`src/verilog/accid_defs.vh`:
```
// Purpose: Constants of the accessory ID event registers
// Assumes: 100 MHz clock, 8-bit register data
// Notes:   Offsets are ULPI register addresses
`ifndef ACCID_DEFS_VH
`define ACCID_DEFS_VH

// ****************************************************************
// Register addresses
// ****************************************************************
`define ACCID_EN_WR       8'h1D
`define ACCID_EN_SET      8'h1E
`define ACCID_EN_CLR      8'h1F
`define ACCID_STATUS      8'h20
`define ACCID_LATCH       8'h21
`define ACCID_CONV_WR     8'h36
`define ACCID_CONV_SET    8'h37
`define ACCID_CONV_CLR    8'h38
`define ACCID_IMM_TOP     8'h3F

// ****************************************************************
// Field positions
// ****************************************************************
`define ACCID_EN_RISE     0
`define ACCID_EN_FALL     1
`define ACCID_EN_DONE     5
`define ACCID_ST_OPEN     0
`define ACCID_ST_CODE_LO  3
`define ACCID_ST_DONE     6
`define ACCID_LA_OPEN     0
`define ACCID_LA_DONE     3
`define ACCID_CV_DONE     3
`define ACCID_CV_START    4
`define ACCID_CV_IRQ_EN   6

// ****************************************************************
// Writable masks and reset values
// ****************************************************************
`define ACCID_EN_MASK     8'h23
`define ACCID_CV_MASK     8'h70
`define ACCID_RST_BYTE    8'h00
`define ACCID_RST_CODE    3'h0

// ****************************************************************
// Timing
// ****************************************************************
`define ACCID_CLK_NS      10
`define ACCID_MEAS_NS     282000
`define ACCID_MEAS_CYC    ((`ACCID_MEAS_NS + `ACCID_CLK_NS - 1) / `ACCID_CLK_NS)

`endif

```
`src/verilog/accid_meas.v`:
```
// Purpose: ID resistance measurement sequencer
// Assumes: Converter result is stable when the run ends
// Notes:   A start while busy is ignored
`timescale 1ns/1ns
`include "accid_defs.vh"

module accid_meas #(
  parameter MEAS_CYCLES = `ACCID_MEAS_CYC,
  parameter CNT_W       = 15
) (
  input  wire             clk,
  input  wire             rst_n,
  input  wire             start,
  input  wire [2:0]       code_in,
  output reg              busy,
  output reg              done,
  output reg  [2:0]       code
);

  reg  [CNT_W-1:0] count;

  // ****************************************************************
  // Conversion timer
  // ****************************************************************
  always @(posedge clk) begin
    if (!rst_n) begin
      busy  <= 1'b0;
      done  <= 1'b0;
      code  <= `ACCID_RST_CODE;
      count <= {CNT_W{1'b0}};
    end else begin
      done <= 1'b0;
      if (!busy) begin
        if (start) begin
          busy  <= 1'b1;
          count <= MEAS_CYCLES[CNT_W-1:0] - 1'b1;
        end
      end else if (count == {CNT_W{1'b0}}) begin
        busy <= 1'b0;
        done <= 1'b1;
        code <= code_in;
      end else begin
        count <= count - 1'b1;
      end
    end
  end

endmodule // accid_meas

```
`src/verilog/accid_regs.v`:
```
// Purpose: Accessory ID event enable, status and latch registers
// Assumes: Register accesses arrive decoded from ULPI, one per cycle
// Notes:   alt_int feeds the alt_int bit of every RXCMD byte
//          Code bits of the conversion view are read-only here
//
// Function
// - Rising enable set: ID going floating raises alt_int.
// - Falling enable set: ID leaving floating raises alt_int.
// - Unimplemented accessory interrupt and DP bits always read zero.
// - Done enable raises alt_int on done; ORed with vendor enable.
// - Enable register reads 1Dh-1Fh; 1Dh writes, 1Eh sets, 1Fh clears.
// - Status bit 0 shows ID floating in real time.
// - Status bits 5:3 hold the measured resistance code.
// - Status bit 6 sets when a 282 us measurement finishes.
// - Done flag clears only on vendor conversion register read.
// - Status at 20h is read-only; writes ignored.
// - Latch at 21h is read-only and clears on read.
// - Latch bit 0 sets on an enabled floating edge.
// - Latch bit 3 sets on done rising while done interrupt enabled.
// - Addresses 00h-3Fh reachable by immediate or extended address.
// - Start bit begins measurement and clears itself at completion.
// - Vendor conversion register reads 36h-38h; write, set, clear.
`timescale 1ns/1ns
`include "accid_defs.vh"

module accid_regs #(
  parameter MEAS_CYCLES = `ACCID_MEAS_CYC
) (
  input  wire       clk,
  input  wire       rst_n,
  input  wire       reg_wr,
  input  wire       reg_rd,
  input  wire       reg_ext,
  input  wire [7:0] reg_addr,
  input  wire [7:0] reg_wdata,
  input  wire       id_open_in,
  input  wire [2:0] res_code_in,
  output reg  [7:0] reg_rdata,
  output reg        reg_rvalid,
  output reg        alt_int,
  output reg        meas_busy
);

  reg  [7:0] accessory_event_enable;
  reg  [7:0] conv_ctrl;
  reg  [7:0] accessory_event_latch;
  reg        id_open_now;
  reg        meas_done;
  reg        meas_done_q;
  wire [7:0] addr;
  wire [7:0] accessory_event_status;
  wire [7:0] conv_view;
  wire       busy;
  wire       done_pulse;
  wire [2:0] resistance_code;
  wire       meas_start;
  wire       id_rise;
  wire       id_fall;
  wire       done_rise;
  wire       rd_latch;
  wire       rd_conv;
  wire       wr_en_load;
  wire       wr_en_set;
  wire       wr_en_clr;
  wire       wr_cv_load;
  wire       wr_cv_set;
  wire       wr_cv_clr;
  reg  [7:0] next_enable;
  reg  [7:0] next_conv;
  reg  [7:0] next_latch;
  reg  [7:0] rd_mux;

  // ****************************************************************
  // Address decode
  // ****************************************************************
  function hit3;
    input [7:0] a;
    input [7:0] base;
    begin
      hit3 = (a == base) || (a == base + 8'h01) || (a == base + 8'h02);
    end
  endfunction

  // Immediate uses six bits; extended carries the full address
  assign addr = reg_ext ? reg_addr : {2'b00, reg_addr[5:0]};

  // ****************************************************************
  // Write decode
  // ****************************************************************
  // Writes to status, latch and unmapped addresses decode to nothing
  assign wr_en_load = reg_wr && addr == `ACCID_EN_WR;
  assign wr_en_set  = reg_wr && addr == `ACCID_EN_SET;
  assign wr_en_clr  = reg_wr && addr == `ACCID_EN_CLR;
  assign wr_cv_load = reg_wr && addr == `ACCID_CONV_WR;
  assign wr_cv_set  = reg_wr && addr == `ACCID_CONV_SET;
  assign wr_cv_clr  = reg_wr && addr == `ACCID_CONV_CLR;

  // ****************************************************************
  // Measurement sequencer
  // ****************************************************************
  accid_meas #(
    .MEAS_CYCLES (MEAS_CYCLES)
  ) u_meas (
    .clk     (clk),
    .rst_n   (rst_n),
    .start   (meas_start),
    .code_in (res_code_in),
    .busy    (busy),
    .done    (done_pulse),
    .code    (resistance_code)
  );

  // ****************************************************************
  // Register updates
  // ****************************************************************
  always @* begin
    next_enable = accessory_event_enable;
    if (wr_en_load)
      next_enable = reg_wdata & `ACCID_EN_MASK;
    else if (wr_en_set)
      next_enable = accessory_event_enable | (reg_wdata & `ACCID_EN_MASK);
    else if (wr_en_clr)
      next_enable = accessory_event_enable & ~reg_wdata;
  end

  always @* begin
    next_conv = conv_ctrl;
    if (done_pulse)
      next_conv[`ACCID_CV_START] = 1'b0;
    if (wr_cv_load)
      next_conv = reg_wdata & `ACCID_CV_MASK;
    else if (wr_cv_set)
      next_conv = next_conv | (reg_wdata & `ACCID_CV_MASK);
    else if (wr_cv_clr)
      next_conv = next_conv & ~reg_wdata;
  end

  // Start on a write or set that asserts the start bit
  // A start while busy is dropped; the stored bit still reads back
  assign meas_start = (wr_cv_load || wr_cv_set) && !busy &&
                      reg_wdata[`ACCID_CV_START];

  // Floating detection relies on the link enabling the ID pull-up
  assign id_rise   = id_open_in & ~id_open_now;
  assign id_fall   = ~id_open_in & id_open_now;
  assign done_rise = meas_done & ~meas_done_q;
  assign rd_latch  = reg_rd && addr == `ACCID_LATCH;
  assign rd_conv   = reg_rd && hit3(addr, `ACCID_CONV_WR);

  // Set wins over read-clear
  always @* begin
    next_latch = accessory_event_latch;
    if (rd_latch)
      next_latch = `ACCID_RST_BYTE;
    if ((id_rise && accessory_event_enable[`ACCID_EN_RISE]) ||
        (id_fall && accessory_event_enable[`ACCID_EN_FALL]))
      next_latch[`ACCID_LA_OPEN] = 1'b1;
    if (done_rise && (accessory_event_enable[`ACCID_EN_DONE] ||
                      conv_ctrl[`ACCID_CV_IRQ_EN]))
      next_latch[`ACCID_LA_DONE] = 1'b1;
  end

  always @(posedge clk) begin
    if (!rst_n) begin
      accessory_event_enable <= `ACCID_RST_BYTE;
      conv_ctrl              <= `ACCID_RST_BYTE;
      accessory_event_latch  <= `ACCID_RST_BYTE;
      id_open_now            <= 1'b0;
      meas_done              <= 1'b0;
      meas_done_q            <= 1'b0;
      alt_int                <= 1'b0;
      meas_busy              <= 1'b0;
    end else begin
      accessory_event_enable <= next_enable;
      conv_ctrl              <= next_conv;
      accessory_event_latch  <= next_latch;
      id_open_now            <= id_open_in;
      meas_done_q            <= meas_done;
      meas_busy              <= busy;
      if (done_pulse)
        meas_done <= 1'b1;
      else if (rd_conv)
        meas_done <= 1'b0;
      // Taken from next_latch so alt_int moves with the latch bits
      alt_int <= |next_latch;
    end
  end

  // ****************************************************************
  // Read views
  // ****************************************************************
  // Bits 1, 2 and 7 tie to zero
  assign accessory_event_status = {1'b0, meas_done, resistance_code,
                                   2'b00, id_open_now};
  assign conv_view = {1'b0, conv_ctrl[6:4], meas_done, resistance_code};

  always @* begin
    rd_mux = `ACCID_RST_BYTE;
    if (hit3(addr, `ACCID_EN_WR))
      rd_mux = accessory_event_enable & `ACCID_EN_MASK;
    else if (addr == `ACCID_STATUS)
      rd_mux = accessory_event_status;
    else if (addr == `ACCID_LATCH)
      rd_mux = accessory_event_latch;
    else if (hit3(addr, `ACCID_CONV_WR))
      rd_mux = conv_view;
  end

  always @(posedge clk) begin
    if (!rst_n) begin
      reg_rdata  <= `ACCID_RST_BYTE;
      reg_rvalid <= 1'b0;
    end else begin
      reg_rvalid <= reg_rd;
      if (reg_rd)
        reg_rdata <= rd_mux;
    end
  end

endmodule // accid_regs

```
`config.mk`:
```
export PLATFORM = sky130hd
export DESIGN_NAME = accid_regs
export DESIGN_NICKNAME = d
export VERILOG_FILES = /design/src/verilog/accid_meas.v /design/src/verilog/accid_regs.v
export VERILOG_INCLUDE_DIRS = /design/src /design/src/verilog
export SDC_FILE = /design/constraint.sdc
export NUM_CORES = 1
export LEC_CHECK = 0
export BUFFER_PORTS_ARGS = -buffer_cell sky130_fd_sc_hd__clkbuf_2
export CORE_MARGIN = 2
export CORE_UTILIZATION = 25
export DETAILED_ROUTE_END_ITERATION = 7
export GPL_ROUTABILITY_DRIVEN = 0
export SYNTH_ARGS = -nofsm -noshare
export SYNTH_HDL_FRONTEND = slang
export SYNTH_SLANG_ARGS = --single-unit
```
`constraint.sdc`:
```
create_clock -name clk -period 3.1 [get_ports clk]
set_input_delay 0.62 -clock clk [delete_from_list [all_inputs] [get_ports clk]]
set_output_delay 0.62 -clock clk [all_outputs]
set_load 0.05 [all_outputs]
```
==> key figures, run 1 <==
Run status
  • Outcome: finished with violations
  • Failing checks: design-rule violations

Synth
  • Synth top area share: 0.421
  • Main area contributors after synthesis: dfxtp_1, o21ai_0, nor4_1
  • Synth Net Count: 282
  • Mapped cell area: 2280 um2
  • Count leader, synth: dfxtp_1
  • Synth Instances: 256
  • Async S/R FF share, synth: 0
  • Synth area leader: dfxtp_1
  • Sequential-to-total area share from yosys stat: 0.421
  • Avg Cell Area, Syn: 8.91 um2
  • Primary FF master, synth: dfxtp_1
  • Post-synth cell types: 57
  • Commonest cells in the netlist: dfxtp_1, o21ai_0, a21oi_1, nand2_1, nor4_1
  • Yosys warns: 0
  • Post-synth EDFFs: 0
  • FF+latch count, synth: 48

Setup path
  • CP required: 3.29 ns
  • CP Class: register to register
  • Worst path top cell family by delay: simple AND/OR/NAND/NOR gates
  • Critical path capture point type: register
  • Startpoint Class: register
  • Slowest stage delay, CP: 0.67 ns
  • Cells along the critical path: or4_1 -> nor3_1 -> nor4_1 -> o31a_1
  • CP arrival: 2.42 ns
  • CP bufs+invs: 0
  • Worst Path Max Fanout: 8
  • Slowest-stage cell, CP: or4_1

Power and ir drop
  • Max IR drop VDD: 178 uV
  • Tot Pwr: 0.00107 W
  • Leakage: 0.988 nW
  • Pwr dens: 409 nW/um2

Clock tree
  • Clock Latency Late Sink: 0.30 ns
  • CTS clk-pin slew, worst paths: 0.09 ns
  • Setup bufs post-CTS: 0
  • CTS root buffer: clkbuf_8
  • Hold buffers post-CTS: 0
  • CTS tree: built
  • # clock sinks: 48
  • Post-CTS Resized: 0
  • CTS Buffer Depth: 2
  • H-tree levels: 2
  • CTS Buf Count: 5

Floorplanning
  • Initial Util: 0.259
  • Die X: 99.5 um
  • Num ports: 36
  • Die area: 9900 um2
  • Std cell rows: 34
  • Die span in y: 99.5 um
  • Core area: 8810 um2

Final layout
  • Fraction of layout cells with a size suffix above 1: 0.187
  • Diode count: 0
  • Fillers: 911
  • Layout net count: 315
  • Final core utilization: 0.298
  • Area grow syn2layout: 14.9%

Worst hold path
  • Hold crit path type: register to register

STA
  • Fin crit share: 0.718
  • Slew Viols, Final: 0
  • Final Hold Fails: 0
  • RSZ-0062 raised after global routing: no
  • Min Hold Slack: 0.466 ns
  • Max_slew headroom: 0.507
  • Final setup viols: 0
  • Setup Skew: 0.00713 ns
  • Post-Route Setup TNS: 0 ns
  • Fmax: 449 MHz
  • Worst-margin pin slew: 0.734 ns
  • Clock period minus worst slack: 2.23 ns

Drt
  • Initial drt markers: 82
  • DRT Wirelength: 5740 um
  • DR WL/cell: 14.5 um
  • Pre-antenna DRT Iters: 6
  • Via density: 5.24
  • Residual DRC: 1
  • Via count: 2,080
  • Routed Antenna Nets: 0

Placement
  • Final HPWL DP: 4200 um
  • Number of buffers added on ports: 32

Run
  • Max-cap viol count: 0

Global route
  • Tot GR Track Use: 0.118
  • Largest net degree at the start of global routing: 24
  • Initial antenna violation count: 0
  • Vias in the first global route: 1,996
  • Global-route wire length before repair: 9560 um
  • Total grt overflow: 0
## metrics by stage
stage,cell area (um2),cells,setup slack [ns]
floorplan,2280,256,0.759
global placement,2540,390,0.769
detailed placement,2540,390,0.750
CTS,2620,397,0.880
global route,2620,397,0.654
finish,2620,397,0.873
## power by group
| group | leakage, nW | total, W | switching, W | internal, W |
|---|---|---|---|---|
| logic | 0.559 | 0.0000923 | 0.0000620 | 0.0000303 |
| registers | 0.388 | 0.000623 | 0.00000275 | 0.000621 |
| clock network | 0.0410 | 0.000355 | 0.000201 | 0.000154 |
| total | 0.988 | 0.00107 | 0.000266 | 0.000805 |
## worst min-delay path, stage by stage (launching register included)
cell	delay (ns)
dfxtp_1	0.34
nand2_1	0.05
o21ai_0	0.05
## area by class of cell
| type | instances | area [um2] | area share |
|---|---|---|---|
| clock buffer | 6 | 72.6 | 0.0277 |
| clock inverter | 1 | 5.00 | 0.00191 |
| inverter | 10 | 37.5 | 0.0143 |
| multi-input combinational | 187 | 1210 | 0.462 |
| sequential | 48 | 961 | 0.367 |
| tap | 108 | 135 | 0.0516 |
| timing repair buffer | 37 | 198 | 0.0755 |
## state kept, by name, summed over array words and instances (netlist names), named ones only
name / count
accessory_event_latch: 8
reg_rvalid: 1
id_open_now: 1
meas_busy: 1
u_meas.code: 3
u_meas.done: 1
meas_done: 1
u_meas.busy: 1
alt_int: 1
conv_ctrl: 3
reg_rdata: 8
u_meas.count: 15
meas_done_q: 1
## per-layer routing
layer  track usage  up-vias  routed length [um]
met1         0.151      985                2680
li1              -     1050                   -
met5             0        -                   0
met2         0.203       40                2830
met4        0.0316        0                  34
met3        0.0225        5                 202
## logic make-up (layout without fill, tap and decap cells)
| kind of cell | after synthesis | in the layout | share of synthesized area |
|---|---|---|---|
| AO/OA/AOI/OAI | 85 | 85 | 0.256 |
| XOR/XNOR | 1 | 1 | 0.00384 |
| adder cells (fa/ha/maj) | 1 | 1 | 0.00548 |
| buffers and inverters | 21 | 54 | 0.0477 |
| flip-flops | 48 | 48 | 0.421 |
| multiplexers | 1 | 1 | 0.00439 |
| AND/OR/NAND/NOR | 99 | 99 | 0.261 |
## worst paths after layout
path / startpoint / end / slack (ns) / cells past startpoint
setup / recovery: u_meas.count[7] / u_meas.count[13] / 0.87 / 4
hold / removal: reg_rdata[3] / reg_rdata[3] / 0.47 / 2
setup reg to reg: u_meas.count[7] / u_meas.count[13] / 0.87 / 4
hold reg to reg: reg_rdata[3] / reg_rdata[3] / 0.47 / 2
## cells in the final DEF (no fill, tap or decap), drive strengths merged, types with 3 or more instances in the layout
master	n
dfxtp	48
clkbuf	38
o21ai	18
a21oi	16
nand2	15
nor4	13
inv	10
nor2	9
and2	9
nand2b	8
o31a	8
nor3	7
or3	6
a31oi	5
a22oi	5
nand3	5
buf	5
or4	5
a22o	4
nand4	4
a21boi	4
o31ai	4
o32ai	3
a32o	3
nand4b	3
a211oi	3
(Power assumes the default switching activity.)
==> inputs of run 2 (changes only) <==
Clock period 3.1 ns to 2.3 ns, I/O delays scaled along.
==> run 2 against run 1 <==
Compared with the run above:
- the flow still finishes with violations (design-rule violations)
- global-route usage shrank 0.093 points
- critical path depth is the same
- clock power grew 44%
- utilization grew 0.82 points
- total power grew 38%
- worst setup slack lost 0.62 ns
- critical endpoint unchanged
==> key figures, run 2 (synthesis gave the netlist of run 1 again) <==
Run status
  • Outcome: finished with violations
  • Failing checks: design-rule violations

STA
  • Slew Viols, Final: 0
  • Fin crit share: 0.891
  • Worst-margin pin slew: 0.598 ns
  • RSZ-0062 raised after global routing: no
  • Clock period minus worst slack: 2.05 ns
  • Max_slew headroom: 0.599
  • Fmax: 488 MHz
  • Final setup viols: 0
  • Setup Skew: 0.00604 ns
  • Final Hold Fails: 0
  • Post-Route Setup TNS: 0 ns

Power and ir drop
  • Logic pwr share: 0.087
  • Net Sw Power: 0.000354 W
  • Tot Pwr: 0.00148 W
  • Leakage: 1.03 nW
  • Seq pwr share: 0.567
  • Switching share of power: 0.239
  • Int Pwr: 0.00113 W
  • Max IR drop VDD: 218 uV
  • Pwr dens: 550 nW/um2
  • Clock Power Share: 0.346

Final layout
  • Diode count: 0
  • Fraction of layout cells with a size suffix above 1: 0.208
  • Fillers: 915
  • Biggest register: u_meas.count
  • Area taken by multi-input logic gates: 1210 um2
  • Reg area: 961 um2
  • Top flop regs: u_meas.count x15, accessory_event_latch x8, reg_rdata x8
  • Commonest cells after routing, fill and taps aside: dfxtp_1, clkbuf_2, o21ai_0
  • Max reg flops: 15
  • Area grow syn2layout: 18.0%
  • Layout net count: 323
  • Most common cell after layout, fill and taps aside: dfxtp_1

Floorplanning
  • Die area: 9900 um2
  • Die X: 99.5 um
  • Die span in y: 99.5 um
  • Initial Util: 0.259
  • Num ports: 36
  • Core area: 8810 um2
  • Std cell rows: 34

Worst hold path
  • Hold path endpoint: id_open_now
  • Hold crit path type: input pin to register
  • WHS Path Cells: 2
  • Worst hold start: id_open_in

Clock tree
  • CTS root buffer: clkbuf_8
  • CTS tree: built
  • CTS Buf Count: 5
  • Setup bufs post-CTS: 0
  • Hold buffers post-CTS: 0
  • Post-CTS Resized: 0
  • Clock Latency Late Sink: 0.30 ns
  • H-tree levels: 2
  • CTS Buffer Depth: 2
  • CTS clk-pin slew, worst paths: 0.09 ns
  • # clock sinks: 48

Global route
  • Global-route wire length before repair: 9510 um
  • Initial antenna violation count: 0
  • Tot GR Track Use: 0.117
  • Vias in the first global route: 1,986
  • Largest net degree at the start of global routing: 15
  • Total grt overflow: 0

Setup path
  • Worst reg2reg path startpoint: u_meas.count[3]
  • CP arrival: 2.25 ns
  • CP Class: register to register
  • Startpoint Class: register
  • R2r worst-path depth: 4
  • CP required: 2.50 ns
  • R2r endpoint: u_meas.count[13]
  • Critical path capture point type: register
  • Worst Path Max Fanout: 8
  • Reg-to-reg slack, setup: 0.25 ns

Drt
  • Routed Antenna Nets: 0
  • Residual DRC: 1
  • Via count: 2,106
  • Pre-antenna DRT Iters: 6
  • DR WL/cell: 13.9 um
  • Via density: 5.19
  • Initial drt markers: 72
  • DRT Wirelength: 5630 um

Placement
  • Number of buffers added on ports: 32
  • Final HPWL DP: 4300 um

Run
  • Max-cap viol count: 0
-- run 2: cell types whose count changed in the layout (fill, tap and decap cells not counted) --
cell	delta
clkbuf_8	+1
clkbuf_1	+1
clkinv_2	-1
buf_4	+8
-- run 2: layout make-up --
cell class / count / share of cell area
repair buffers: 45 / 0.0957
clock buffers: 8 / 0.0335
multi-input cells: 187 / 0.450
inverters: 10 / 0.0139
flip-flops and latches: 48 / 0.357
well taps: 108 / 0.0502
-- run 2: metal layers --
metal  GRT usage  share of wire
met3      0.0309          0.040
met1       0.146           0.46
met2       0.203           0.50
met4      0.0242         0.0089
met5           0              0
-- run 2: per-stage QoR --
| step | setup WS (ns) | util | area [um2] | cells | hold WS, ns |
|---|---|---|---|---|---|
| after floorplan | 0.119 | - | 2280 | 256 | 0.432 |
| after global placement | 0.146 | 0.296 | 2600 | 398 | 0.449 |
| after global routing | 0.133 | 0.306 | 2690 | 406 | 0.380 |
| final | 0.251 | 0.306 | 2690 | 406 | 0.393 |
| after CTS | 0.246 | 0.306 | 2690 | 406 | 0.384 |
| after detailed placement | 0.134 | 0.296 | 2600 | 398 | 0.451 |
-- run 2: power groups by stage --
stage          registers, W  clock network (W)   logic, W
2_1_floorplan      0.000872                  0  0.0000619
3_3_place_gp       0.000860                  0   0.000128
3_5_place_dp       0.000860                  0   0.000129
4_1_cts            0.000840           0.000538   0.000129
5_1_grt            0.000841           0.000574   0.000142
6_report           0.000840           0.000512   0.000129
-- run 2: worst max path at each step --
stage | start | endpoint | slack, ns | cells after the start
final | u_meas.count[3] | u_meas.count[13] | 0.25 | 4
after global placement | reg_addr[4] | accessory_event_latch[0] | 0.15 | 5
after detailed placement | reg_addr[4] | accessory_event_latch[0] | 0.13 | 5
after global routing | u_meas.count[3] | u_meas.count[13] | 0.13 | 4
after floorplan | reg_addr[1] | conv_ctrl[5] | 0.12 | 5
after CTS | u_meas.count[3] | u_meas.count[13] | 0.25 | 4
-- run 2: worst max-delay path, stage by stage, from the launching register on --
cell	delay [ns]
dfxtp_1	0.37
or4_4	0.56
or3_1	0.49
o31a_1	0.31
o31a_1	0.22
==> inputs of run 3 (changes only) <==
Clock period 2.3 ns to 2.08 ns, I/O delays scaled along.
==> run 3 against run 2 <==
Compared with the run above:
- the run still ends with design-rule violations left
- register-to-register slack got worse by 0.15 ns
- sequential share of layout area decreased by 1.2 points
- clock-buffer cell count decreased by 2
- critical path type unchanged
- via count rose by 4.0%
- highest routed layer unchanged
- sequential power is 11% higher
- largest power group unchanged
- wire length rose by 5.1%
==> key figures, run 3 (synthesis gave the netlist of run 1 again) <==
Setup path
  • CP startpoint: u_meas.count[2]
  • Worst reg2reg path startpoint: u_meas.count[2]
  • CP arrival: 2.18 ns
  • R2r worst-path depth: 4
  • Slowest stage delay, CP: 0.56 ns
  • Cells along the critical path: or4_4 -> or3_1 -> o31a_2 -> o31a_1
  • R2r endpoint: u_meas.count[10]
  • Critical path capture point type: register
  • CP Class: register to register
  • CP bufs+invs: 0
  • Worst Path Max Fanout: 5
  • Crit path depth: 4
  • CP required: 2.27 ns
  • Startpoint Class: register
  • Setup crit end: u_meas.count[10]
  • Worst path top cell family by delay: simple AND/OR/NAND/NOR gates
  • Reg-to-reg slack, setup: 0.1 ns
  • Slowest-stage cell, CP: or4_4

Floorplanning
  • Core area: 8810 um2
  • Die span in y: 99.5 um
  • Die area: 9900 um2
  • Die X: 99.5 um
  • Num ports: 36
  • Std cell rows: 34
  • Initial Util: 0.259

Clock tree
  • Hold buffers post-CTS: 0
  • CTS Buffer Depth: 2
  • CTS tree: built
  • Post-CTS Resized: 0
  • # clock sinks: 48
  • H-tree levels: 2
  • Setup bufs post-CTS: 0
  • Clock Latency Late Sink: 0.30 ns
  • CTS clk-pin slew, worst paths: 0.09 ns
  • CTS root buffer: clkbuf_8
  • CTS Buf Count: 5

Global route
  • Vias in the first global route: 2,111
  • Initial antenna violation count: 0
  • Tot GR Track Use: 0.120
  • Global-route wire length before repair: 9730 um
  • Largest net degree at the start of global routing: 15
  • Total grt overflow: 0

Drt
  • Via density: 5.29
  • Initial drt markers: 72
  • DRT Wirelength: 5920 um
  • Wire length on met3: 243 um
  • Via count: 2,191
  • Pre-antenna DRT Iters: 6
  • DR WL/cell: 14.3 um
  • DR WL met2: 2850 um
  • Uppermost layer routed: met4
  • Routed Antenna Nets: 0
  • Metal-1 WL: 2720 um
  • Residual DRC: 2

Run
  • Max-cap viol count: 0

Final layout
  • Biggest register: u_meas.count
  • Diode count: 0
  • Final core utilization: 0.316
  • Non-filler cells, final: 414
  • Layout net count: 331
  • Most common cell after layout, fill and taps aside: dfxtp_1
  • Commonest cells after routing, fill and taps aside: dfxtp_1, clkbuf_2, buf_4
  • Fraction of layout cells with a size suffix above 1: 0.235
  • Max reg flops: 15
  • Top flop regs: u_meas.count x15, accessory_event_latch x8, reg_rdata x8
  • Area grow syn2layout: 22.0%

Power and ir drop
  • Tot Pwr: 0.00176 W
  • Pwr dens: 631 nW/um2
  • Max IR drop VDD: 250 uV
  • Leakage: 1.08 nW

STA
  • Fin crit share: 0.954
  • Slew Viols, Final: 0
  • Min Hold Slack: 0.348 ns
  • Final Hold Fails: 0
  • Final setup viols: 0
  • Worst-margin pin slew: 0.616 ns
  • Clock period minus worst slack: 1.98 ns
  • Setup Skew: 0.00831 ns
  • Fmax: 504 MHz
  • RSZ-0062 raised after global routing: no
  • Max_slew headroom: 0.587

Run status
  • Outcome: finished with violations
  • Failing checks: design-rule violations

Placement
  • Number of buffers added on ports: 32
  • Post-placement cell count: 406
  • Final HPWL DP: 4430 um

Worst hold path
  • Hold crit path type: input pin to register
## run 3: cell types whose count changed in the layout (fill, tap and decap cells not counted)
cell       change
or3_4          +1
bufinv_16      +1
clkbuf_8       -1
clkbuf_1       -1
buf_4          +8
a211oi_4       +1
a211oi_2       -1
or3_1          -1
clkinv_2       +1
## run 3: final cells by class
class / instances / area [um2]
Fill cell: 938 / 6020
Clock buffer: 6 / 72.6
Sequential cell: 48 / 961
Multi-Input combinational cell: 187 / 1220
Tap cell: 108 / 135
Inverter: 10 / 37.5
Timing Repair Buffer: 53 / 318
Clock inverter: 2 / 35.0
## run 3: worst min-delay path by stage
stage,startpoint,to,cells after the start
floorplan,u_meas.done,meas_done,2
global placement,reg_rdata[6],reg_rdata[6],2
detailed placement,reg_rdata[6],reg_rdata[6],2
CTS,id_open_in,id_open_now,2
global route,reg_wdata[6],conv_ctrl[6],2
finish,reg_wdata[6],conv_ctrl[6],2
## run 3: power by group
part	total (W)	switching (W)	internal [W]
clock network	0.000673	0.000316	0.000357
registers	0.000929	0.00000397	0.000925
logic	0.000153	0.0000973	0.0000558
## run 3: worst reg2reg max path: cells and delay by family, from the launching register on
kind             cells  cell delay, ns
flip-flops           1            0.32
AND/OR/NAND/NOR      2            1.02
AO/OA/AOI/OAI        2            0.54
## run 3: per-stage QoR
step / cell area, um2 / setup WS, ns / setup TNS [ns]
floorplan: 2290 / 0.00873 / 0
global placement: 2670 / -0.0233 / -0.0445
detailed placement: 2670 / -0.0328 / -0.0636
CTS: 2780 / 0.0705 / 0
global route: 2780 / 0.0140 / 0
finish: 2780 / 0.0961 / 0
## run 3: per-layer routing
metal | GRT usage | vias to the layer above
li1 | - | 1086
met1 | 0.155 | 1039
met2 | 0.196 | 55
met3 | 0.0211 | 11
met4 | 0.0506 | 0
met5 | 0 | -
